File: config.mk
export PLATFORM = sky130hd
export DESIGN_NAME = default_addr_decoder
export DESIGN_NICKNAME = d
export VERILOG_FILES = /design/src/common/addr_decode_pkg.sv /design/src/verilog/data_parity.sv /design/src/verilog/default_addr_decoder.sv
export SDC_FILE = /design/constraint.sdc
export NUM_CORES = 2
export LEC_CHECK = 0
export BUFFER_PORTS_ARGS = -buffer_cell sky130_fd_sc_hd__buf_2
export CORE_UTILIZATION = 29
export DETAILED_ROUTE_END_ITERATION = 16
export PLACE_DENSITY = 0.45
export SETUP_SLACK_MARGIN = 0.05
export SLEW_MARGIN = 20
export SYNTH_ARGS = -nofsm -noshare
export SYNTH_HDL_FRONTEND = slang
export SYNTH_SLANG_ARGS = --single-unit
File: constraint.sdc
create_clock -name clk -period 28.4 [get_ports clk]
set_input_delay 2.84 -clock clk [delete_from_list [all_inputs] [get_ports clk]]
set_output_delay 2.84 -clock clk [all_outputs]
set_load 0.02 [all_outputs]
File: src/common/addr_decode_pkg.sv
// package: address map constants, target encodings and carrier structs for the decoder
package addr_decode_pkg;

    // ==========================================================
    // default window bounds
    // ==========================================================
    localparam logic [31:0] IO_BASE      = 32'h8000_0000;  // pci/isa i/o window start
    localparam logic [31:0] IO_LAST      = 32'h8001_ffff;  // 128KB window end
    localparam logic [31:0] MEMC_BASE    = 32'hfef8_0000;  // memory controller registers
    localparam logic [31:0] MEMC_LAST    = 32'hfef8_ffff;
    localparam logic [31:0] BRIDGE_BASE  = 32'hfeff_0000;  // host bridge registers
    localparam logic [31:0] BRIDGE_LAST  = 32'hfeff_ffff;
    localparam logic [31:0] ROM_BASE     = 32'hfff0_0000;  // top 1MB boot window
    localparam logic [31:0] ROM_LAST     = 32'hffff_ffff;
    localparam logic [31:0] ROM_OFF_MASK = 32'h000f_ffff;  // offset inside the 1MB window

    // ==========================================================
    // programmable decoders
    // ==========================================================
    localparam int          NUM_WIN      = 4;              // decoders per direction
    localparam logic [1:0]  DIR_CPU2PCI  = 2'h0;           // processor/dram to pci
    localparam logic [1:0]  DIR_PCI2CPU  = 2'h1;           // pci to processor/dram

    // ==========================================================
    // bus figures
    // ==========================================================
    localparam int          CPU_BUS_MHZ  = 66;             // highest processor bus clock
    localparam int          PCI_BUS_MHZ  = 33;             // highest pci clock
    localparam logic [1:0]  PCI_CMD_DAC  = 2'h3;           // dual address cycle code

    // target encoding, binary codes written out
    typedef enum logic [2:0] {
        TGT_NONE   = 3'b000,
        TGT_PCI_IO = 3'b001,
        TGT_MEMC   = 3'b010,
        TGT_BRIDGE = 3'b011,
        TGT_ROM_A  = 3'b100,
        TGT_ROM_B  = 3'b101,
        TGT_PCI    = 3'b110,
        TGT_CPU    = 3'b111
    } target_t;

    // one programmable window: base, last, translation offset
    typedef struct packed {
        logic        enable;
        logic [31:0] base;
        logic [31:0] last;
        logic [31:0] offset;
    } map_win_t;

    // one request from a bus master
    typedef struct packed {
        logic        valid;
        logic [31:0] addr;
        logic [1:0]  cmd;      // PCI_CMD_DAC is refused
    } bus_req_t;

    // decoded answer
    typedef struct packed {
        logic        valid;
        target_t     target;
        logic [31:0] addr;     // translated, window-relative or unchanged address
    } bus_sel_t;

endpackage

File: src/verilog/data_parity.sv
// module: even byte parity generation and check for the processor data bus
`timescale 1ns/1ps
module data_parity
    import addr_decode_pkg::*;
(
    // clock and reset
    input  wire logic        clk,
    input  wire logic        rst,
    // outgoing data
    input  wire logic [63:0] tx_data,
    output logic      [7:0]  tx_par,
    // incoming data with its parity
    input  wire logic        rx_valid,
    input  wire logic [63:0] rx_data,
    input  wire logic [7:0]  rx_par,
    output logic             par_err
);

    // parity of one byte lane, used on both paths
    function automatic logic lane_par(input logic [63:0] d, input int i);
        lane_par = ^d[i*8 +: 8];
    endfunction

    logic [7:0] next_tx_par;   // generated lanes
    logic [7:0] bad_lane;      // per lane mismatch
    logic       next_par_err;

    // ==========================================================
    // per lane generation and compare
    // ==========================================================
    genvar g;
    generate
        for (g = 0; g < 8; g++) begin : g_lane
            assign next_tx_par[g] = lane_par(tx_data, g);
            assign bad_lane[g]    = rx_valid & (lane_par(rx_data, g) != rx_par[g]);
        end
    endgenerate

    // error is flagged for one cycle per bad beat
    always_comb begin
        next_par_err = |bad_lane;
    end

    // register outputs
    always_ff @(posedge clk or posedge rst) begin
        if (rst) begin
            tx_par  <= 8'h00;
            par_err <= 1'b0;
        end else begin
            tx_par  <= next_tx_par;
            par_err <= next_par_err;
        end
    end

endmodule

File: src/verilog/default_addr_decoder.sv
// module: processor address decoder with default map and programmable windows
//
// Operation
// - reset restores default map until reprogrammed
// - map adjustable through programmable decoder windows
// - 80000000-8001FFFF goes to pci/isa i/o
// - FEF80000-FEF8FFFF selects memory controller registers
// - FEFF0000 64KB selects bridge registers
// - top 1MB goes to a boot bank
// - bank select clear: soldered flash first 1MB
// - bank select set: socketed rom bank
// - lowest 2GB selects no target
// - 15MB hole and gaps select nothing
// - four decoders in each direction
// - dual address cycles refused, single only
// - processor bus 66MHz, pci 33MHz max
// - data parity generated and checked
`timescale 1ns/1ps
module default_addr_decoder
    import addr_decode_pkg::*;
(
    // clock and reset
    input  wire logic        clk,
    input  wire logic        rst,
    // window programming port
    input  wire logic        cfg_we,
    input  wire logic [1:0]  cfg_dir,
    input  wire logic [1:0]  cfg_idx,
    input  wire map_win_t    cfg_win,
    input  wire logic        cfg_remap,       // leave default map when set
    input  wire logic        cfg_bank_wr,
    input  wire logic        cfg_bank_val,
    // processor side request
    input  wire bus_req_t    cpu_req,
    // pci side request
    input  wire bus_req_t    pci_req,
    // processor data bus
    input  wire logic [63:0] cpu_wdata,
    input  wire logic [7:0]  cpu_wpar,
    input  wire logic [63:0] bridge_rdata,
    // decoded results
    output bus_sel_t         cpu_sel,
    output bus_sel_t         pci_sel,
    output logic             dac_reject,
    output logic             boot_bank_select,
    output logic             remapped,
    output logic [7:0]       cpu_rpar,
    output logic             cpu_par_err
);

    // ==========================================================
    // helpers
    // ==========================================================
    // inclusive range compare, used by every window
    function automatic logic in_range(input logic [31:0] a, input logic [31:0] lo,
                                      input logic [31:0] hi);
        in_range = (a >= lo) && (a <= hi);
    endfunction

    // ==========================================================
    // state
    // ==========================================================
    map_win_t   out_win  [NUM_WIN];     // processor to pci windows
    map_win_t   in_win   [NUM_WIN];     // pci to processor windows
    map_win_t   next_out_win [NUM_WIN];
    map_win_t   next_in_win  [NUM_WIN];
    logic       next_remapped;
    logic       next_bank;
    bus_sel_t   next_cpu_sel;
    bus_sel_t   next_pci_sel;
    logic       next_dac_reject;
    logic [NUM_WIN-1:0] out_hit;        // per window match, processor side
    logic [NUM_WIN-1:0] in_hit;         // per window match, pci side

    // ==========================================================
    // window match vectors
    // ==========================================================
    // four decoders each way
    genvar g;
    generate
        for (g = 0; g < NUM_WIN; g++) begin : g_win
            assign out_hit[g] = out_win[g].enable
                                && in_range(cpu_req.addr, out_win[g].base, out_win[g].last);
            assign in_hit[g]  = in_win[g].enable
                                && in_range(pci_req.addr, in_win[g].base, in_win[g].last);
        end
    endgenerate

    // ==========================================================
    // configuration next state
    // ==========================================================
    // windows and mode bits are only changed by the programming port
    always_comb begin
        next_out_win  = out_win;
        next_in_win   = in_win;
        next_remapped = remapped | cfg_remap;
        next_bank     = boot_bank_select;
        if (cfg_we && cfg_dir == DIR_CPU2PCI) begin
            next_out_win[cfg_idx] = cfg_win;
        end else if (cfg_we && cfg_dir == DIR_PCI2CPU) begin
            next_in_win[cfg_idx] = cfg_win;
        end
        // bank select is a plain software bit
        if (cfg_bank_wr) begin
            next_bank = cfg_bank_val;
        end
    end

    always_ff @(posedge clk or posedge rst) begin
        if (rst) begin
            for (int i = 0; i < NUM_WIN; i++) begin
                out_win[i] <= '0;
                in_win[i]  <= '0;
            end
            remapped         <= 1'b0;
            boot_bank_select <= 1'b0;
        end else begin
            out_win          <= next_out_win;
            in_win           <= next_in_win;
            remapped         <= next_remapped;
            boot_bank_select <= next_bank;
        end
    end

    // ==========================================================
    // processor side decode
    // ==========================================================
    // fixed windows are checked first, then programmable ones in index
    // order; the priority chain keeps exactly one target per address
    always_comb begin
        next_cpu_sel        = '0;
        next_cpu_sel.target = TGT_NONE;
        next_dac_reject     = 1'b0;
        if (cpu_req.valid) begin
            if (cpu_req.cmd == PCI_CMD_DAC) begin
                next_dac_reject = 1'b1;
            end else if (in_range(cpu_req.addr, MEMC_BASE, MEMC_LAST)) begin
                next_cpu_sel.valid  = 1'b1;
                next_cpu_sel.target = TGT_MEMC;
                next_cpu_sel.addr   = cpu_req.addr;
            end else if (in_range(cpu_req.addr, BRIDGE_BASE, BRIDGE_LAST)) begin
                next_cpu_sel.valid  = 1'b1;
                next_cpu_sel.target = TGT_BRIDGE;
                next_cpu_sel.addr   = cpu_req.addr;
            end else if (in_range(cpu_req.addr, ROM_BASE, ROM_LAST)) begin
                next_cpu_sel.valid  = 1'b1;
                next_cpu_sel.target = boot_bank_select ? TGT_ROM_B : TGT_ROM_A;
                next_cpu_sel.addr   = cpu_req.addr & ROM_OFF_MASK;
            end else if (!remapped && in_range(cpu_req.addr, IO_BASE, IO_LAST)) begin
                next_cpu_sel.valid  = 1'b1;
                next_cpu_sel.target = TGT_PCI_IO;
                next_cpu_sel.addr   = cpu_req.addr - IO_BASE;
            end else if (remapped && |out_hit) begin
                // lowest index wins where software overlaps windows
                for (int i = NUM_WIN - 1; i >= 0; i--) begin
                    if (out_hit[i]) begin
                        next_cpu_sel.valid  = 1'b1;
                        next_cpu_sel.target = TGT_PCI;
                        next_cpu_sel.addr   = cpu_req.addr + out_win[i].offset;
                    end
                end
            end
        end
    end

    // ==========================================================
    // pci side decode
    // ==========================================================
    // inbound windows only, default map maps nothing from pci
    always_comb begin
        next_pci_sel        = '0;
        next_pci_sel.target = TGT_NONE;
        if (pci_req.valid && pci_req.cmd != PCI_CMD_DAC && remapped) begin
            for (int i = NUM_WIN - 1; i >= 0; i--) begin
                if (in_hit[i]) begin
                    next_pci_sel.valid  = 1'b1;
                    next_pci_sel.target = TGT_CPU;
                    next_pci_sel.addr   = pci_req.addr + in_win[i].offset;
                end
            end
        end
    end

    // registered decode results, one cycle after request
    always_ff @(posedge clk or posedge rst) begin
        if (rst) begin
            cpu_sel    <= '0;
            pci_sel    <= '0;
            dac_reject <= 1'b0;
        end else begin
            cpu_sel    <= next_cpu_sel;
            pci_sel    <= next_pci_sel;
            dac_reject <= next_dac_reject;
        end
    end

    // ==========================================================
    // data parity
    // ==========================================================
    // one clock, sized for 66MHz processor bus
    data_parity u_parity (
        .clk      (clk),
        .rst      (rst),
        .tx_data  (bridge_rdata),
        .tx_par   (cpu_rpar),
        .rx_valid (cpu_req.valid),
        .rx_data  (cpu_wdata),
        .rx_par   (cpu_wpar),
        .par_err  (cpu_par_err)
    );

endmodule
* Yosys cells after proc, flatten, opt, wreduce, memory -nomap -nowiden
Cells that the tools add are included.
** Word-level totals
- Flip-flop bits (word level) :: 860
- Bits of input ports :: 313
- Output and inout port bits :: 84
- Logic and storage cells :: 171
** Cells by class
- Add/sub/neg operators :: 9
- $lt $le $gt $ge :: 26
- Equal/unequal tests :: 11
- Multiplexer cells :: 23
- Bitwise gates (word level) :: 11
- Reductions and logical operators :: 48
** Operators with widths (number)
- $bwmux 388 :: 2
- $mux 36 :: 16
- $add 32x32->32 :: 8
- $ge 32x32->1 :: 8
- $le 32x32->1 :: 8
- $demux 97 s2 :: 1
- $ge 32x32->1 const B :: 4
- $le 32x32->1 const B :: 4
- $reduce_xor 8->1 :: 16
- $mux 97 :: 1
- $sub 32x32->32 const B :: 1
- $logic_and 1x1->1 :: 27
- $and 1x1->1 :: 8
- $ne 1x1->1 :: 8
- $reduce_or 8->1 :: 1
- $reduce_or 4->1 :: 1
- $ge 3x3->1 const B :: 1
- $lt 3x1->1 const B :: 1
- $mux 1 :: 3
- $not 2->3 :: 1
- $eq 2x1->1 const B :: 1
- $eq 2x2->1 const B :: 1
- $logic_not 2->1 :: 1
- $ne 2x2->1 const B :: 1
- other kinds (4) :: 4

* Longest topological paths before layout
- Depth in word-level cells :: 14
- Gate-level depth with buffers :: 16
- Gate-level depth less buffers :: 14

* By module
A second synthesis with hierarchy kept.
** Second synthesis, totals
- Cells, all modules :: 5983
- Area total of the unflattened synthesis :: 58274.6 um^2
** By module, submodules not included
- default_addr_decoder :: times used 1, cells an instance 5855, area each 56922.1 um^2, sequential area each 21220.4 um^2
- data_parity :: times used 1, cells an instance 128, area each 1352.5 um^2, sequential area each 225.2 um^2

* Worst setup path before layout
Ideal clock, no wire load.
- Path kind :: input-to-reg
- Start :: input cpu_req[2] (netlist bit)
- End :: register cpu_sel[30] (netlist bit)
- Library setup time :: 0.129 ns
- Data arrival time :: 5.643 ns
- Data required time :: 28.271 ns
- Slack :: 22.628 ns
- Stages :: 13
- Buffers on the path :: 0
- Path through :: ha_1 fa_1 a211oi_1 o21ai_0 o2111a_1 nor3_1 o21ai_0 a221oi_1 o21a_1 o31ai_1 xnor2_1 mux2i_1 o41a_1
** RTL lines
- start: declaration :: RTL line default_addr_decoder.sv:34 : input wire bus_req_t cpu_req,
- end signal: assignment :: RTL line default_addr_decoder.sv:191 : cpu_sel <= next_cpu_sel;
- end: declaration :: RTL line default_addr_decoder.sv:42 : output bus_sel_t cpu_sel,

==> Implementation_results.wiki <==
{| class="wikitable"
! Metric !! Value
|-
| Register area share after synthesis || 37.0%
|-
| Netlist area before placement || 58,000 um^2
|-
| Sinks on the clock net || 857
|-
| HPWL Detailed || 160,000 um
|-
| Placed standard-cell area || 63,000 um^2
|-
| Clock tree root driver cell || sky130_fd_sc_hd__clkbuf_16
|-
| Average cell area after synthesis || 9.87 um^2
|-
| Total number of vias || 46,200
|-
| First-pass GRT wire length || 316,000 um
|-
| Avg Vias per Cell || 5.13
|-
| Die ar. || 202,000 um^2
|-
| Multi-input logic area || 33,800 um^2
|-
| Slew at the pin closest to its max-slew limit || 983 ps
|-
| Inst Count DP || 8,782
|-
| Final period utilization || 24.2%
|-
| Setup slack of the most critical reg-to-reg path || 23,760 ps
|-
| Number of max-capacitance violations reported || 0
|-
| CP dominant cell by count || sky130_fd_sc_hd__o21ai_0
|-
| Post-synthesis async set-or-reset flop share || 100%
|-
| Floorplan die width || 449 um
|-
| Buf+Inv Stages, Crit Path || 2
|-
| Number of antenna violations at the first check in global routing || 32
|-
| Status || finished clean
|-
| Dominant cells by area after synthesis || sky130_fd_sc_hd__dfrtp_1, sky130_fd_sc_hd__ha_1, sky130_fd_sc_hd__mux2_2, sky130_fd_sc_hd__o21ai_0, sky130_fd_sc_hd__inv_1
|-
| Most common library cell in the layout ignoring fill and taps || sky130_fd_sc_hd__dfrtp_1
|-
| Number of nets with antenna violations after detailed routing || 0
|-
| Netlist cell types || 89
|-
| Number of iterations in the first detailed-routing pass || 6
|-
| Initial cell density of the core || 29.3%
|-
| Area added between synthesis and finish || 15.4%
|-
| Maximum number of buffers from clock root to sink || 3
|-
| Avg WL per Cell || 23.8 um
|-
| Filler cells || 20,400
|-
| Starting DRT DRC Count || 2,894
|-
| Number of cell rows || 163
|-
| Layout cell share with drive strength beyond 1 || 18.9%
|-
| Final max-slew violation count || 0
|-
| Number of design rule violations left after detail routing || 0
|-
| Io pins || 397
|-
| Count of endpoints failing setup in the final report || 0
|-
| Via count of the first global-routing pass || 46,600
|-
| Cts-stage hold buffer count || 0
|-
| Final cell count without fillers || 8,998
|-
| Clock latency at the later pin of the worst-skew pair || 740 ps
|-
| Setup total negative slack || 0 ps
|-
| GRT Total Usage || 21.0%
|-
| Post-Syn Nets || 6,951
|-
| Leakage || 31.8 nW
|-
| Master of the slowest instance on the critical path || sky130_fd_sc_hd__a221oi_1
|-
| Routed Wire Length || 214,000 um
|-
| Hold Fails Final Rpt || 0
|-
| Power density of the placed cells || 75.3 nW/um^2
|-
| Relative slew slack || 34.5%
|-
| Max VDD drop || 0.0511 mV
|-
| Achievable clock frequency || 146 MHz
|-
| Post-route minimum period || 6870 ps
|-
| Post-CTS setup-driven buffer insertion count || 0
|-
| Data arrival time at the worst-slack endpoint || 7420 ps
|-
| Library cell occupying the most area in the post-synthesis netlist || sky130_fd_sc_hd__dfrtp_1
|-
| Number of buffers created by CTS || 109
|-
| Peak per-stage delay on the critical path || 740 ps
|-
| Clock-pin transition on the worst setup and hold timing paths || 60 ps
|-
| Most frequent cells in the layout || sky130_fd_sc_hd__dfrtp_1, sky130_fd_sc_hd__ha_1, sky130_fd_sc_hd__inv_1
|-
| Chip height || 449 um
|-
| Cell count after synthesis || 5,870
|-
| # resized after CTS || 0
|-
| Start-to-end type of the worst setup path || in -> reg
|-
| Seq. cell area || 21,400 um^2
|-
| Maximum level of the CTS H-tree || 3
|-
| Final hold slack || 502 ps
|-
| Ys flop type || sky130_fd_sc_hd__dfrtp_1
|-
| Finished layout cell area || 66,900 um^2
|-
| Remaining global-route overflow || 0
|-
| Post-synth EDFFs || 0
|-
| Net count, final || 7,334
|-
| Setup repair after global routing missed its margin || no
|-
| Required time of the critical path || 28,950 ps
|-
| Area of the core || 198,000 um^2
|-
| Global placer's final weighted congestion || 0.888
|-
| Maximum fanout along the worst path || 20
|-
| Clock Skew || 25.3 ps
|-
| Crit path max-delay family || compound AO/OA/AOI/OAI gates
|-
| # port buffers || 396
|-
| Critical path cell sequence || buf_2, ha_1, a21o_1, a21o_1, a21oi_1, o21ai_0, o21ai_0, a32o_1, buf_4, nand2b_1, a221oi_1, o21ai_0
|-
| Warning count from the yosys run || 0
|-
| Pin count of the biggest net entering global routing || 160
|-
| Crit. End Element || flop
|-
| CTS tree || yes
|-
| HP Class || reg -> reg
|-
| Synthesis-stage register bit count || 857
|-
| Critical Path Start Type || input port
|-
| Top cell type's share of synthesized area || 37.0%
|}
==> through the flow <==
step	util (%)	setup WS [ps]	power [mW]
finish	33.8	21530	5.03
global route	33.8	21330	5.38
CTS	33.8	21630	5.09
detailed placement	31.8	20790	3.54
global placement	31.8	20850	3.52
floorplan	-	1480	2.96
==> synthesized netlist by cell type, drive strengths merged, types with 95 or more instances <==
master and instances:
mux2 527, dfrtp 857, inv 566, xnor2 231, o21ai 478, a21o 225, nand3 95, nor2 188
xor2 100, ha 760, a21oi 341, nand2 451, clkbuf 134
==> per-layer routing <==
layer | track usage, % | vias to the layer above | wire length [um]
li1 | - | 21900 | -
met1 | 28.2 | 22900 | 98200
met2 | 34.7 | 1029 | 99800
met3 | 2.83 | 264 | 9360
met4 | 6.81 | 30 | 6860
met5 | 0 | - | 175
==> area by class of cell <==
type | instances | area share (%)
Antenna cell | 12 | 0.0449
Clock buffer | 161 | 4.85
Sequential cell | 857 | 32.1
Multi-Input combinational cell | 4276 | 50.5
Clock inverter | 43 | 0.911
Inverter | 567 | 3.19
Timing Repair Buffer | 442 | 3.52
Tap cell | 2640 | 4.94
==> where the power goes <==
part | switching [mW] | leakage (nW) | internal [mW]
Sequential | 0.135 | 10.5 | 1.50
Combinational | 1.10 | 19.4 | 0.795
Clock | 0.608 | 1.89 | 0.899
==> registers in the layout (all words and copies together) (netlist names) <==
signal            cells
u_parity.par_err      1
cpu_sel              36
in_win              388
out_win             388
u_parity.tx_par       8
remapped              1
pci_sel              33
dac_reject            1
boot_bank_select      1
==> cell families after synthesis <==
kind of cell	share of synthesized area, %
simple gates	9.21
mux	10.3
xor+xnor	5.00
fa+ha+maj	16.7
flops	37.0
buf+inv	4.85
compound gates	17.0
==> worst paths after layout <==
check / end / depth (start not counted) / startpoint
setup / recovery: cpu_sel[12] / 12 / cpu_req[15]
hold / removal: out_win[360] / 1 / out_win[360]
setup reg to reg: cpu_sel[19] / 12 / out_win[287]
hold reg to reg: out_win[360] / 1 / out_win[360]
max in group asynchronous: in_win[147] / 6 / rst
min in group asynchronous: out_win[57] / 2 / rst
No activity file was read; power rests on OpenSTA's default activity.
